$ cat config.mk
export PLATFORM = sky130hd
export DESIGN_NAME = ascii_mirror_read_overlay
export DESIGN_NICKNAME = d
export VERILOG_FILES = /design/src/core/mirror_pkg.sv /design/src/core/hex_digit.sv /design/src/core/mirror_lane.sv /design/src/core/ascii_mirror_read_overlay.sv
export VERILOG_INCLUDE_DIRS = /design/src /design/src/core
export SDC_FILE = /design/constraint.sdc
export NUM_CORES = 1
export LEC_CHECK = 0
export BUFFER_PORTS_ARGS = -buffer_cell sky130_fd_sc_hd__buf_2
export CORE_MARGIN = 4
export CORE_UTILIZATION = 59
export DETAILED_ROUTE_END_ITERATION = 10
export PLACE_DENSITY_LB_ADDON = 0.08
export SLEW_MARGIN = 30
export SYNTH_ARGS = -nofsm -noshare
export SYNTH_HDL_FRONTEND = slang
export SYNTH_SLANG_ARGS = --single-unit
$ cat constraint.sdc
create_clock -name i_clk -period 13.8 [get_ports i_clk]
set_input_delay 1.38 -clock i_clk [delete_from_list [all_inputs] [get_ports i_clk]]
set_output_delay 1.38 -clock i_clk [all_outputs]
set_load 0.01 [all_outputs]
$ cat src/core/mirror_defs.svh
`ifndef MIRROR_DEFS_SVH
`define MIRROR_DEFS_SVH

// Positions in the image-select field
`define MIR_SEL_UID 0
`define MIR_SEL_CNT 1
`define MIR_SEL_TT 2

// Page numbers
`define MIR_MIN_PAGE 8'h03
`define MIR_TT_PAGE 8'h2D

// Byte indices into the page space (page * 4 + byte)
`define MIR_USER_END 11'h0A0

// Image lengths in ASCII characters
`define MIR_UID_LEN 10'h00E
`define MIR_CNT_LEN 10'h006
`define MIR_TT_LEN 10'h008
`define MIR_SEP_LEN 10'h001

// Separator character
`define MIR_SEP_CHAR 8'h78

// Reset value of the tamper message page
`define MIR_TT_RESET 32'h00000000

`endif

$ cat src/core/mirror_pkg.sv
package mirror_pkg;
  typedef logic [7:0] byte_t;
  typedef logic [9:0] index_t;
  typedef logic [2:0] image_sel_t;
endpackage : mirror_pkg

$ cat src/core/hex_digit.sv
`timescale 1ns/1ps
module hex_digit (
  input wire logic [3:0] i_nibble,
  output logic [7:0] o_char
);
  // Upper-case digits only
  assign o_char = (i_nibble < 4'hA) ? (8'h30 + {4'h0, i_nibble})
                                    : (8'h37 + {4'h0, i_nibble});
endmodule : hex_digit

$ cat src/core/mirror_lane.sv
`timescale 1ns/1ps
`include "mirror_defs.svh"
module mirror_lane #(
  parameter logic [1:0] LANE = 2'h0
) (
  input wire logic [7:0] i_page,
  input wire logic [9:0] i_start,
  input wire logic [9:0] i_cnt_at,
  input wire logic [9:0] i_tt_at,
  input wire logic i_active,
  input wire logic i_uid_on,
  input wire logic i_cnt_on,
  input wire logic i_tt_on,
  input wire logic i_cnt_show,
  input wire logic i_tt_show,
  input wire logic [55:0] i_uid,
  input wire logic [23:0] i_counter,
  input wire logic [31:0] i_tt_msg,
  input wire logic [7:0] i_stored,
  output logic [7:0] o_byte
);
  wire [9:0] idx = {i_page, LANE};
  wire in_span = i_active && (idx >= i_start);
  wire [9:0] rel = idx - i_start;
  wire [9:0] cnt_rel = rel - i_cnt_at;
  wire [9:0] tt_rel = rel - i_tt_at;

  wire uid_hit = i_uid_on && (rel < `MIR_UID_LEN);
  wire cnt_hit = i_cnt_on && (rel >= i_cnt_at) && (cnt_rel < `MIR_CNT_LEN);
  wire tt_hit = i_tt_on && (rel >= i_tt_at) && (tt_rel < `MIR_TT_LEN);

  wire sep_hit = (i_uid_on && (i_cnt_on || i_tt_on) && (rel == `MIR_UID_LEN)) ||
                 (i_cnt_on && i_tt_on && (rel == i_cnt_at + `MIR_CNT_LEN));

  // source bytes in order, most significant first
  wire [55:0] uid_sh = i_uid << {rel[3:1], 3'b000};
  wire [23:0] cnt_sh = i_counter << {cnt_rel[2:1], 3'b000};
  // tamper source is the stored message page
  wire [31:0] tt_sh = i_tt_msg << {tt_rel[2:1], 3'b000};

  wire [7:0] src = uid_hit ? uid_sh[55:48] : (cnt_hit ? cnt_sh[23:16] : tt_sh[31:24]);
  wire lo_half = uid_hit ? rel[0] : (cnt_hit ? cnt_rel[0] : tt_rel[0]);
  wire [3:0] nib = lo_half ? src[3:0] : src[7:4];
  wire [7:0] ch;

  hex_digit u_hex (
    .i_nibble(nib),
    .o_char(ch)
  );

  // hidden images fall back to stored bytes
  assign o_byte = !in_span ? i_stored :
                  sep_hit ? `MIR_SEP_CHAR :
                  uid_hit ? ch :
                  cnt_hit ? (i_cnt_show ? ch : i_stored) :
                  tt_hit ? (i_tt_show ? ch : i_stored) : i_stored;
endmodule : mirror_lane

$ cat src/core/ascii_mirror_read_overlay.sv
// Operation
// - Serial number can appear as fourteen ASCII bytes without changing memory.
// - Reads over serial image positions return the ASCII image bytes.
// - Start page plus start byte give the position of the first image.
// - Serial image active only with start page above 03h and selected.
// - Three-byte read counter can appear as a six-byte ASCII image.
// - Reads over counter image positions return the current counter in ASCII.
// - Counter image starts at the start position, or after the serial image.
// - Counter image active only with start page above 03h and selected.
// - With counter read protection set, counter image needs session password success.
// - Tamper message appears as eight ASCII bytes only after latched open wire.
// - Without a latched tamper event, tamper positions return stored bytes.
// - Tamper image source is the four-byte configuration page 2Dh.
// - Tamper image follows whichever earlier images are enabled.
// - Tamper image active only with start page above 03h and selected.
// - One 78h separator byte sits between adjacent active images.
// - Images running past user memory end are not substituted at all.
// - Image select field chooses serial, counter and tamper images.
`timescale 1ns/1ps
`include "mirror_defs.svh"
module ascii_mirror_read_overlay (
  input wire logic i_clk,
  input wire logic i_nrst,
  input wire logic i_ce,
  input wire logic [7:0] i_mirror_page,
  input wire logic [1:0] i_mirror_byte,
  input wire mirror_pkg::image_sel_t i_image_select,
  input wire logic i_counter_read_protect,
  input wire logic i_auth_ok,
  input wire logic i_tamper_enable,
  input wire logic i_tamper_latched,
  input wire logic [55:0] i_uid,
  input wire logic [23:0] i_counter,
  input wire logic i_wr_en,
  input wire logic [7:0] i_wr_page,
  input wire logic [31:0] i_wr_data,
  input wire logic i_rd_en,
  input wire logic [7:0] i_rd_page,
  input wire logic [31:0] i_rd_data,
  output logic o_rd_valid,
  output logic [31:0] o_rd_data
);
  logic [31:0] tamper_message_r;
  logic [31:0] rd_data_nxt;
  logic rd_valid_r;
  logic [31:0] rd_data_r;

  wire uid_on = i_image_select[`MIR_SEL_UID];
  wire cnt_on = i_image_select[`MIR_SEL_CNT];
  wire tt_on = i_image_select[`MIR_SEL_TT];

  wire [9:0] start = {i_mirror_page, i_mirror_byte};

  // counter follows serial image and its separator
  wire [9:0] cnt_at = uid_on ? (`MIR_UID_LEN + `MIR_SEP_LEN) : 10'h000;
  // tamper follows the earlier enabled images
  wire [9:0] tt_at = cnt_on ? (cnt_at + `MIR_CNT_LEN + `MIR_SEP_LEN) :
                     (uid_on ? (`MIR_UID_LEN + `MIR_SEP_LEN) : 10'h000);
  wire [9:0] total = tt_on ? (tt_at + `MIR_TT_LEN) :
                     (cnt_on ? (cnt_at + `MIR_CNT_LEN) :
                     (uid_on ? `MIR_UID_LEN : 10'h000));

  // whole span must end inside user memory
  wire [10:0] span_end = {1'b0, start} + {1'b0, total};
  wire fits = span_end <= `MIR_USER_END;

  // mirroring needs a start page above 03h
  wire active = (i_mirror_page > `MIR_MIN_PAGE) && fits && (uid_on || cnt_on || tt_on);

  // protected counter only after password success
  wire cnt_show = !i_counter_read_protect || i_auth_ok;
  // tamper image only after a latched open wire
  wire tt_show = i_tamper_enable && i_tamper_latched;

  wire [31:0] overlay;
  // Message page reads as zero while tamper detection is armed
  wire [31:0] tt_page_view = i_tamper_enable ? 32'h00000000 : tamper_message_r;
  wire tt_page_sel = i_rd_page == `MIR_TT_PAGE;
  wire tt_page_wr = i_wr_en && (i_wr_page == `MIR_TT_PAGE);

  genvar g;
  generate
    for (g = 0; g < 4; g = g + 1) begin : g_lane
      // stored bytes untouched, substitution on the read path only
      mirror_lane #(.LANE(2'(g))) u_lane (
        .i_page(i_rd_page),
        .i_start(start),
        .i_cnt_at(cnt_at),
        .i_tt_at(tt_at),
        .i_active(active),
        .i_uid_on(uid_on),
        .i_cnt_on(cnt_on),
        .i_tt_on(tt_on),
        .i_cnt_show(cnt_show),
        .i_tt_show(tt_show),
        .i_uid(i_uid),
        .i_counter(i_counter),
        .i_tt_msg(tamper_message_r),
        .i_stored(i_rd_data[31 - 8 * g -: 8]),
        .o_byte(overlay[31 - 8 * g -: 8])
      );
    end
  endgenerate

  assign rd_data_nxt = tt_page_sel ? tt_page_view : overlay;

  always_ff @(posedge i_clk) begin
    if (!i_nrst) begin
      tamper_message_r <= `MIR_TT_RESET;
    end else if (i_ce && tt_page_wr) begin
      tamper_message_r <= i_wr_data;
    end
  end

  always_ff @(posedge i_clk) begin
    if (!i_nrst) begin
      rd_valid_r <= 1'b0;
      rd_data_r <= 32'h00000000;
    end else if (i_ce) begin
      rd_valid_r <= i_rd_en;
      if (i_rd_en) begin
        rd_data_r <= rd_data_nxt;
      end
    end
  end

  assign o_rd_valid = rd_valid_r;
  assign o_rd_data = rd_data_r;
endmodule : ascii_mirror_read_overlay

### Yosys cells after proc, flatten, opt, wreduce, memory -nomap -nowiden

Index checks and enable logic that the tools add are counted.
W data, S select, Z words.

* multiply operators: 0
* reductions and logical operators: 49
* order comparisons: 30
* add/sub/neg operators: 24
* div/mod/pow operators: 0
* shift-type cells: 12
* equality and inequality tests: 10
* multiplexer cells: 59
* bitwise logic cells: 0

Operators with widths (count)
* $mux W8: 36
* $shl A56 B6 Y56: 4
* $shl A32 B5 Y32: 4
* $shl A24 B5 Y24: 4
* $ge A10 B10 Y1: 8
* $lt A10 B4 Y1 const B: 8
* $sub A10 B10 Y10: 8
* $mux W32: 2
* $add A6 B4 Y7 const A: 8
* $eq A10 B10 Y1: 4
* $eq A10 B4 Y1 const B: 4
* $ge A10 B4 Y1: 4
* $lt A10 B3 Y1 const B: 4
* $sub A10 B4 Y10: 4
* $logic_and A1 B1 Y1: 39
* $mux W10: 3
* $mux W7: 4
* $mux W4: 6
* $eq A8 B6 Y1 const B: 2
* $lt A4 B4 Y1 const B: 4
* $add A10 B10 Y11: 1
* $le A11 B8 Y1 const B: 1
* $add A10 B1 Y10 const B: 1
* $add A10 B4 Y10 const B: 1
* 6 further kinds: 20

* memory bits (writable): 0
* output and inout port bits: 33
* word-level logic and storage cells: 187
* memories: 0
* bits in latches: 0
* register bits after elaboration: 65
* bits of input ports: 182
* bits in read-only memories: 0

### Depth between registers and ports, before layout

* depth after elaboration: 18
* gate-level depth with buffers: 26

### Cells and area by module

A second synthesis with hierarchy kept.

* cells, all modules: 1930
* area, all modules: 15681.3 µm²

Modules (own cells, without submodules)
* ascii_mirror_read_overlay: cells an instance 360, times used 1, area an instance 3382.0 µm²
* mirror_lane (g_lane[1].u_lane): cells an instance 387, times used 1, area an instance 3062.9 µm²
* mirror_lane (g_lane[0].u_lane): cells an instance 370, times used 1, area an instance 3007.9 µm²
* mirror_lane (g_lane[2].u_lane): cells an instance 381, times used 1, area an instance 2976.6 µm²
* mirror_lane (g_lane[3].u_lane): cells an instance 368, times used 1, area an instance 2831.5 µm²
* hex_digit: cells an instance 16, times used 4, area an instance 105.1 µm²

### Worst setup path after synthesis

No wires, ideal clock.

* path type: input to register
* start: in i_mirror_page[0]
* end: reg rd_data_r[30] (netlist: o_rd_data[30])
* required time: 13.705 ns
* stages: 23
* data arrival time: 6.604 ns
* setup slack: 7.101 ns
* path buffers: 4
* library setup time: 0.095 ns
* cell sequence: inv_1 -> ha_1 -> buf_2 -> or3b_1 -> a221oi_2 -> buf_2 -> buf_1 -> ha_1 -> or3b_2 -> a221oi_1 -> o2111ai_1 -> a21oi_1 -> buf_4 -> mux2i_2 -> a2111oi_0 -> a31oi_1 -> a21boi_1 -> inv_1 -> ha_1 -> inv_1 -> a21oi_1 -> or3_1 -> a221oi_1

* cells in the longest elaborated chain, start to end: 16
* elaborated cells between the ends (all ways): 45

RTL lines
* start, declared: RTL line ascii_mirror_read_overlay.sv:25 `input wire logic [7:0] i_mirror_page,`
* $sub A10 B10 Y10: RTL line mirror_lane.sv:24 `wire [9:0] rel = idx - i_start;`
* $sub A10 B4 Y10 or $ge A10 B4 Y1 (tied branches): RTL line mirror_lane.sv:25, mirror_lane.sv:29
* $lt A10 B3 Y1 (no line) or $logic_and A1 B1 Y1 (tied branches)
* $logic_and A1 B1 Y1: RTL line mirror_lane.sv:29 `` wire cnt_hit = i_cnt_on && (rel >= i_cnt_at) && (cnt_rel < `MIR_CNT_LEN); ``
* $mux W8 or $mux W1 (tied branches) (2 in series): RTL line mirror_lane.sv:41, mirror_lane.sv:42
* $mux W4: RTL line mirror_lane.sv:43 `wire [3:0] nib = lo_half ? src[3:0] : src[7:4];`
* $add A6 B4 Y7 (tied with other cells): RTL line hex_digit.sv:8 `: (8'h37 + {4'h0, i_nibble});`
* $mux W7: RTL line hex_digit.sv:7 `assign o_char = (i_nibble < 4'hA) ? (8'h30 + {4'h0, i_nibble})`
* $mux W8 (2 in series): RTL line mirror_lane.sv:56 `tt_hit ? (i_tt_show ? ch : i_stored) : i_stored;`
* $mux W8: RTL line mirror_lane.sv:55 `cnt_hit ? (i_cnt_show ? ch : i_stored) :`
* $mux W8: RTL line mirror_lane.sv:54 `uid_hit ? ch :`
* $mux W8: RTL line mirror_lane.sv:53 `` sep_hit ? `MIR_SEP_CHAR : ``
* $mux W8 *: RTL line mirror_lane.sv:52 `assign o_byte = !in_span ? i_stored :`
* $mux W32 *: RTL line ascii_mirror_read_overlay.sv:105 `assign rd_data_nxt = tt_page_sel ? tt_page_view : overlay;`
* end signal, assigned: RTL line ascii_mirror_read_overlay.sv:122 `rd_data_r <= rd_data_nxt;`
* end, declared: RTL line ascii_mirror_read_overlay.sv:46 `logic [31:0] rd_data_r;`

Every way passes the cells marked *; elsewhere a longest branch is shown, timed or not.
A chain may end at the register's enable or synchronous reset.

### Final worst setup path

* start: in i_mirror_byte[1]
* end: reg rd_data_r[30] (netlist: o_rd_data[30])

* cells in the longest elaborated chain, start to end: 16
* elaborated cells between the ends (all ways): 44

RTL lines
* start, declared: RTL line ascii_mirror_read_overlay.sv:26 `input wire logic [1:0] i_mirror_byte,`
* $sub A10 B10 Y10: RTL line mirror_lane.sv:24
* $sub A10 B4 Y10 or $ge A10 B4 Y1 (tied branches): RTL line mirror_lane.sv:25, mirror_lane.sv:29
* $lt A10 B3 Y1 (no line) or $logic_and A1 B1 Y1 (tied branches)
* $logic_and A1 B1 Y1: RTL line mirror_lane.sv:29
* $mux W8 or $mux W1 (tied branches) (2 in series): RTL line mirror_lane.sv:41, mirror_lane.sv:42
* $mux W4: RTL line mirror_lane.sv:43
* $add A6 B4 Y7 (tied with other cells): RTL line hex_digit.sv:8
* $mux W7: RTL line hex_digit.sv:7
* $mux W8 (2 in series): RTL line mirror_lane.sv:56
* $mux W8: RTL line mirror_lane.sv:55
* $mux W8: RTL line mirror_lane.sv:54
* $mux W8: RTL line mirror_lane.sv:53
* $mux W8 *: RTL line mirror_lane.sv:52
* $mux W32 *: RTL line ascii_mirror_read_overlay.sv:105

Marked as above.

==> results_dict.tcl <==
set metrics [dict create \
    p_total_mw 1.080 \
    dp.cells 1862 \
    grt_max_degree 66 \
    irDropWorstVdd_v 0.00006914 \
    rr_worst_depth 9 \
    hold_viol_final 0 \
    ioPinCount 215 \
    final_max_slew_viol_count 0 \
    tritoncts "built" \
    cts_setup_buffers 0 \
    start_util_pct 59.88 \
    fin_tns_setup_ns 0 \
    fin_util_pct 67.68 \
    ys_top_cells_by_area "mux4_2 (13%), dfxtp_1 (11%), mux2i_1 (8.2%)" \
    yosysWarnings 0 \
    cts_buffers 9 \
    stdcell_area_mm2 0.01317 \
    synth-async-reset-ratio_pct 0 \
    min_path_cells 2 \
    post_dp_cell_area_mm2 0.01284 \
    dieHeight_um 148.5 \
    synth_top_area_cell "mux4_2" \
    firstDrtPassIters 6 \
    drt_iter0_markers 1923 \
    path_clk_slew_ns 0.06 \
    rsz0062_at_grt "false" \
    tightest_slew_ns 1.021 \
    hold_path.class "reg2reg" \
    crit_fanout 43 \
    drc 0 \
    synthCells 1457 \
    r2r-start "tamper_message_r[16]$_SDFFE_PN0P_" \
    yosys.cell_types.count 103 \
    synth-main-ff-cell "dfxtp_1" \
    worst_slack_ns 5.095 \
    synth_nets 1710 \
    start_kind "input port" \
    cts_hold_buf 0 \
    synth_top_area_share_pct 13.14 \
    final_layout_size_suffix_gt1_share_pct 23.56 \
    place_congestion 1.092 \
    grt_overflow_total 0 \
    timing.final.crit_share_pct 63.08 \
    htreeDepth 3 \
    critPathKind "in2reg" \
    wirelength_um 46140 \
    routedWlPerCell_um 24.57 \
    max_cap_violations 0 \
    max_clock_freq_ghz 0.1149 \
    rows 51 \
    antenna_found_initial 0 \
    ys_ff_latch 65 \
    syn_area_mm2 0.01165 \
    fin_cells 1878 \
    clk_latency_ns 0.34 \
    rrSetupSlack_ns 10.82 \
    cp.arrival_ns 8.95 \
    grt_pass1_vias 12080 \
    cts.sinks 65 \
    fin_crit_ns 8.705 \
    ys_seq_area_share_pct 11.17 \
    startpoint "i_mirror_byte[1]" \
    synth_common_cells "nand2_1 (141), a21oi_1 (112), o21ai_0 (101)" \
    timing.rr.end "o_rd_data[18]$_SDFFE_PN0P_" \
    nets 1861 \
    antenna_left 0 \
    grt_use_total_pct 40.02 \
    crit_required_ns 14.04 \
    vias_per_cell 7.132 \
    p_per_area_mw_per_mm2 81.96 \
    grt_first_pass_wirelength_um 69210 \
    cp-endpoint "o_rd_data[30]$_SDFFE_PN0P_" \
    fp.coreArea_mm2 0.01946 \
    cts_buffer_depth 2 \
    cts_root_buf "clkbuf_16" \
    holdWs_ns 0.4893 \
    portBuffers 214 \
    endpoint_kind "register" \
    via_count 13390 \
    p_leak_nw 5.278 \
    synth_most_common_cell "nand2_1" \
    die_w_um 148.5 \
    setup_viol 0 \
    area_delta_synth_final_pct 13.03 \
    postSynthAreaPerCell_um2 7.998 \
    run_status "finished, final reports clean" \
    antenna_cells 0 \
    hpwl_um 35330 \
    die_area_mm2 0.02206 \
    synth_edf_count 0 \
    slew_headroom_pct 31.46 \
    clock_skew_ns 0.008387 \
    ctsResizeCount 0 \
    pre_cts_ws_ns 4.957 \
]
[worst max-delay path, cell delays in order]
cell and delay, ns:
buf_2 0.08, buf_4 0.51, clkinv_1 0.71, ha_1 0.51, xnor2_1 0.49, inv_2 0.35, ha_1 0.48, xor2_1 0.76
o21ai_0 0.21, a221oi_1 0.29, o2111ai_1 0.19, a21oi_1 0.73, mux2i_2 0.48, a2111oi_0 0.18, a31oi_1 0.18, a21boi_1 0.30
inv_1 0.08, ha_1 0.18, inv_1 0.08, a21oi_1 0.09, or3_1 0.38, a221oi_1 0.26
[cell usage in the layout, fill, tap and decap left out, types with 10 or more instances in the layout]
cell type / instances
nor2b_1: 54
o22ai_1: 13
o31ai_1: 12
xnor2_1: 23
nor4_1: 11
and2_1: 13
xor2_1: 11
dfxtp_1: 65
nor2_1: 67
fa_1: 10
nand4_1: 15
a21oi_1: 112
o21ai_0: 101
mux2i_1: 96
nand2b_1: 16
inv_1: 56
ha_1: 60
o211ai_1: 26
mux2_2: 13
mux4_2: 68
nand2_1: 140
a211oi_1: 16
nand3_1: 31
nor3_1: 32
o21a_1: 19
o221ai_1: 22
a221oi_1: 17
a21o_1: 25
buf_4: 20
buf_2: 213
or3_1: 16
a31oi_1: 33
[worst min path at each step]
stage	from	end	slack (ns)
2_1_floorplan	o_rd_valid$_SDFFE_PN0P_	o_rd_valid$_SDFFE_PN0P_	0.50
3_5_place_dp	o_rd_valid$_SDFFE_PN0P_	o_rd_valid$_SDFFE_PN0P_	0.48
5_1_grt	o_rd_valid$_SDFFE_PN0P_	o_rd_valid$_SDFFE_PN0P_	0.52
4_1_cts	o_rd_valid$_SDFFE_PN0P_	o_rd_valid$_SDFFE_PN0P_	0.49
6_report	o_rd_valid$_SDFFE_PN0P_	o_rd_valid$_SDFFE_PN0P_	0.49
3_3_place_gp	o_rd_valid$_SDFFE_PN0P_	o_rd_valid$_SDFFE_PN0P_	0.47
[routing by layer]
layer / global-route usage (%) / wire length, µm / share of wire [%]
met5: 0 / 0 / 0
met4: 17.23 / 2365 / 5.1
met3: 13.56 / 6783 / 15
met2: 58.63 / 19360 / 42
met1: 53.86 / 17620 / 38
[flip-flops by register name (all words and copies together) (netlist names)]
register / count
tamper_message_r: 32
o_rd_data: 32
o_rd_valid: 1
[cell type report]
type / instances / area, µm²
multi-input cells: 1237 / 9781
fillers: 1662 / 6290
flip-flops and latches: 65 / 1301
repair buffers: 233 / 1216
well taps: 265 / 331.6
inverters: 62 / 232.7
clock buffers: 9 / 225.2
clock inverters: 7 / 85.08
[cell families (layout without fill, tap and decap cells)]
group,count (synthesis),after routing,synth area share (%)
AOI/OAI and AO/OA,502,502,29.47
DFF,65,65,11.17
buffers and inverters,155,311,5.476
adders and majority gates,73,73,8.503
xor gates and xnor gates,40,40,3.200
muxes,178,178,22.76
and+or+nand+nor,444,444,19.42
[where the power goes]
part	switching (mW)	internal (mW)	total [mW]	leakage, nW
Sequential	0.00383	0.194	0.198	0.530
Clock	0.0960	0.143	0.239	0.153
Combinational	0.394	0.248	0.642	4.60
Total	0.494	0.585	1.08	5.28
Note: power is estimated with default switching activity, not from simulation.
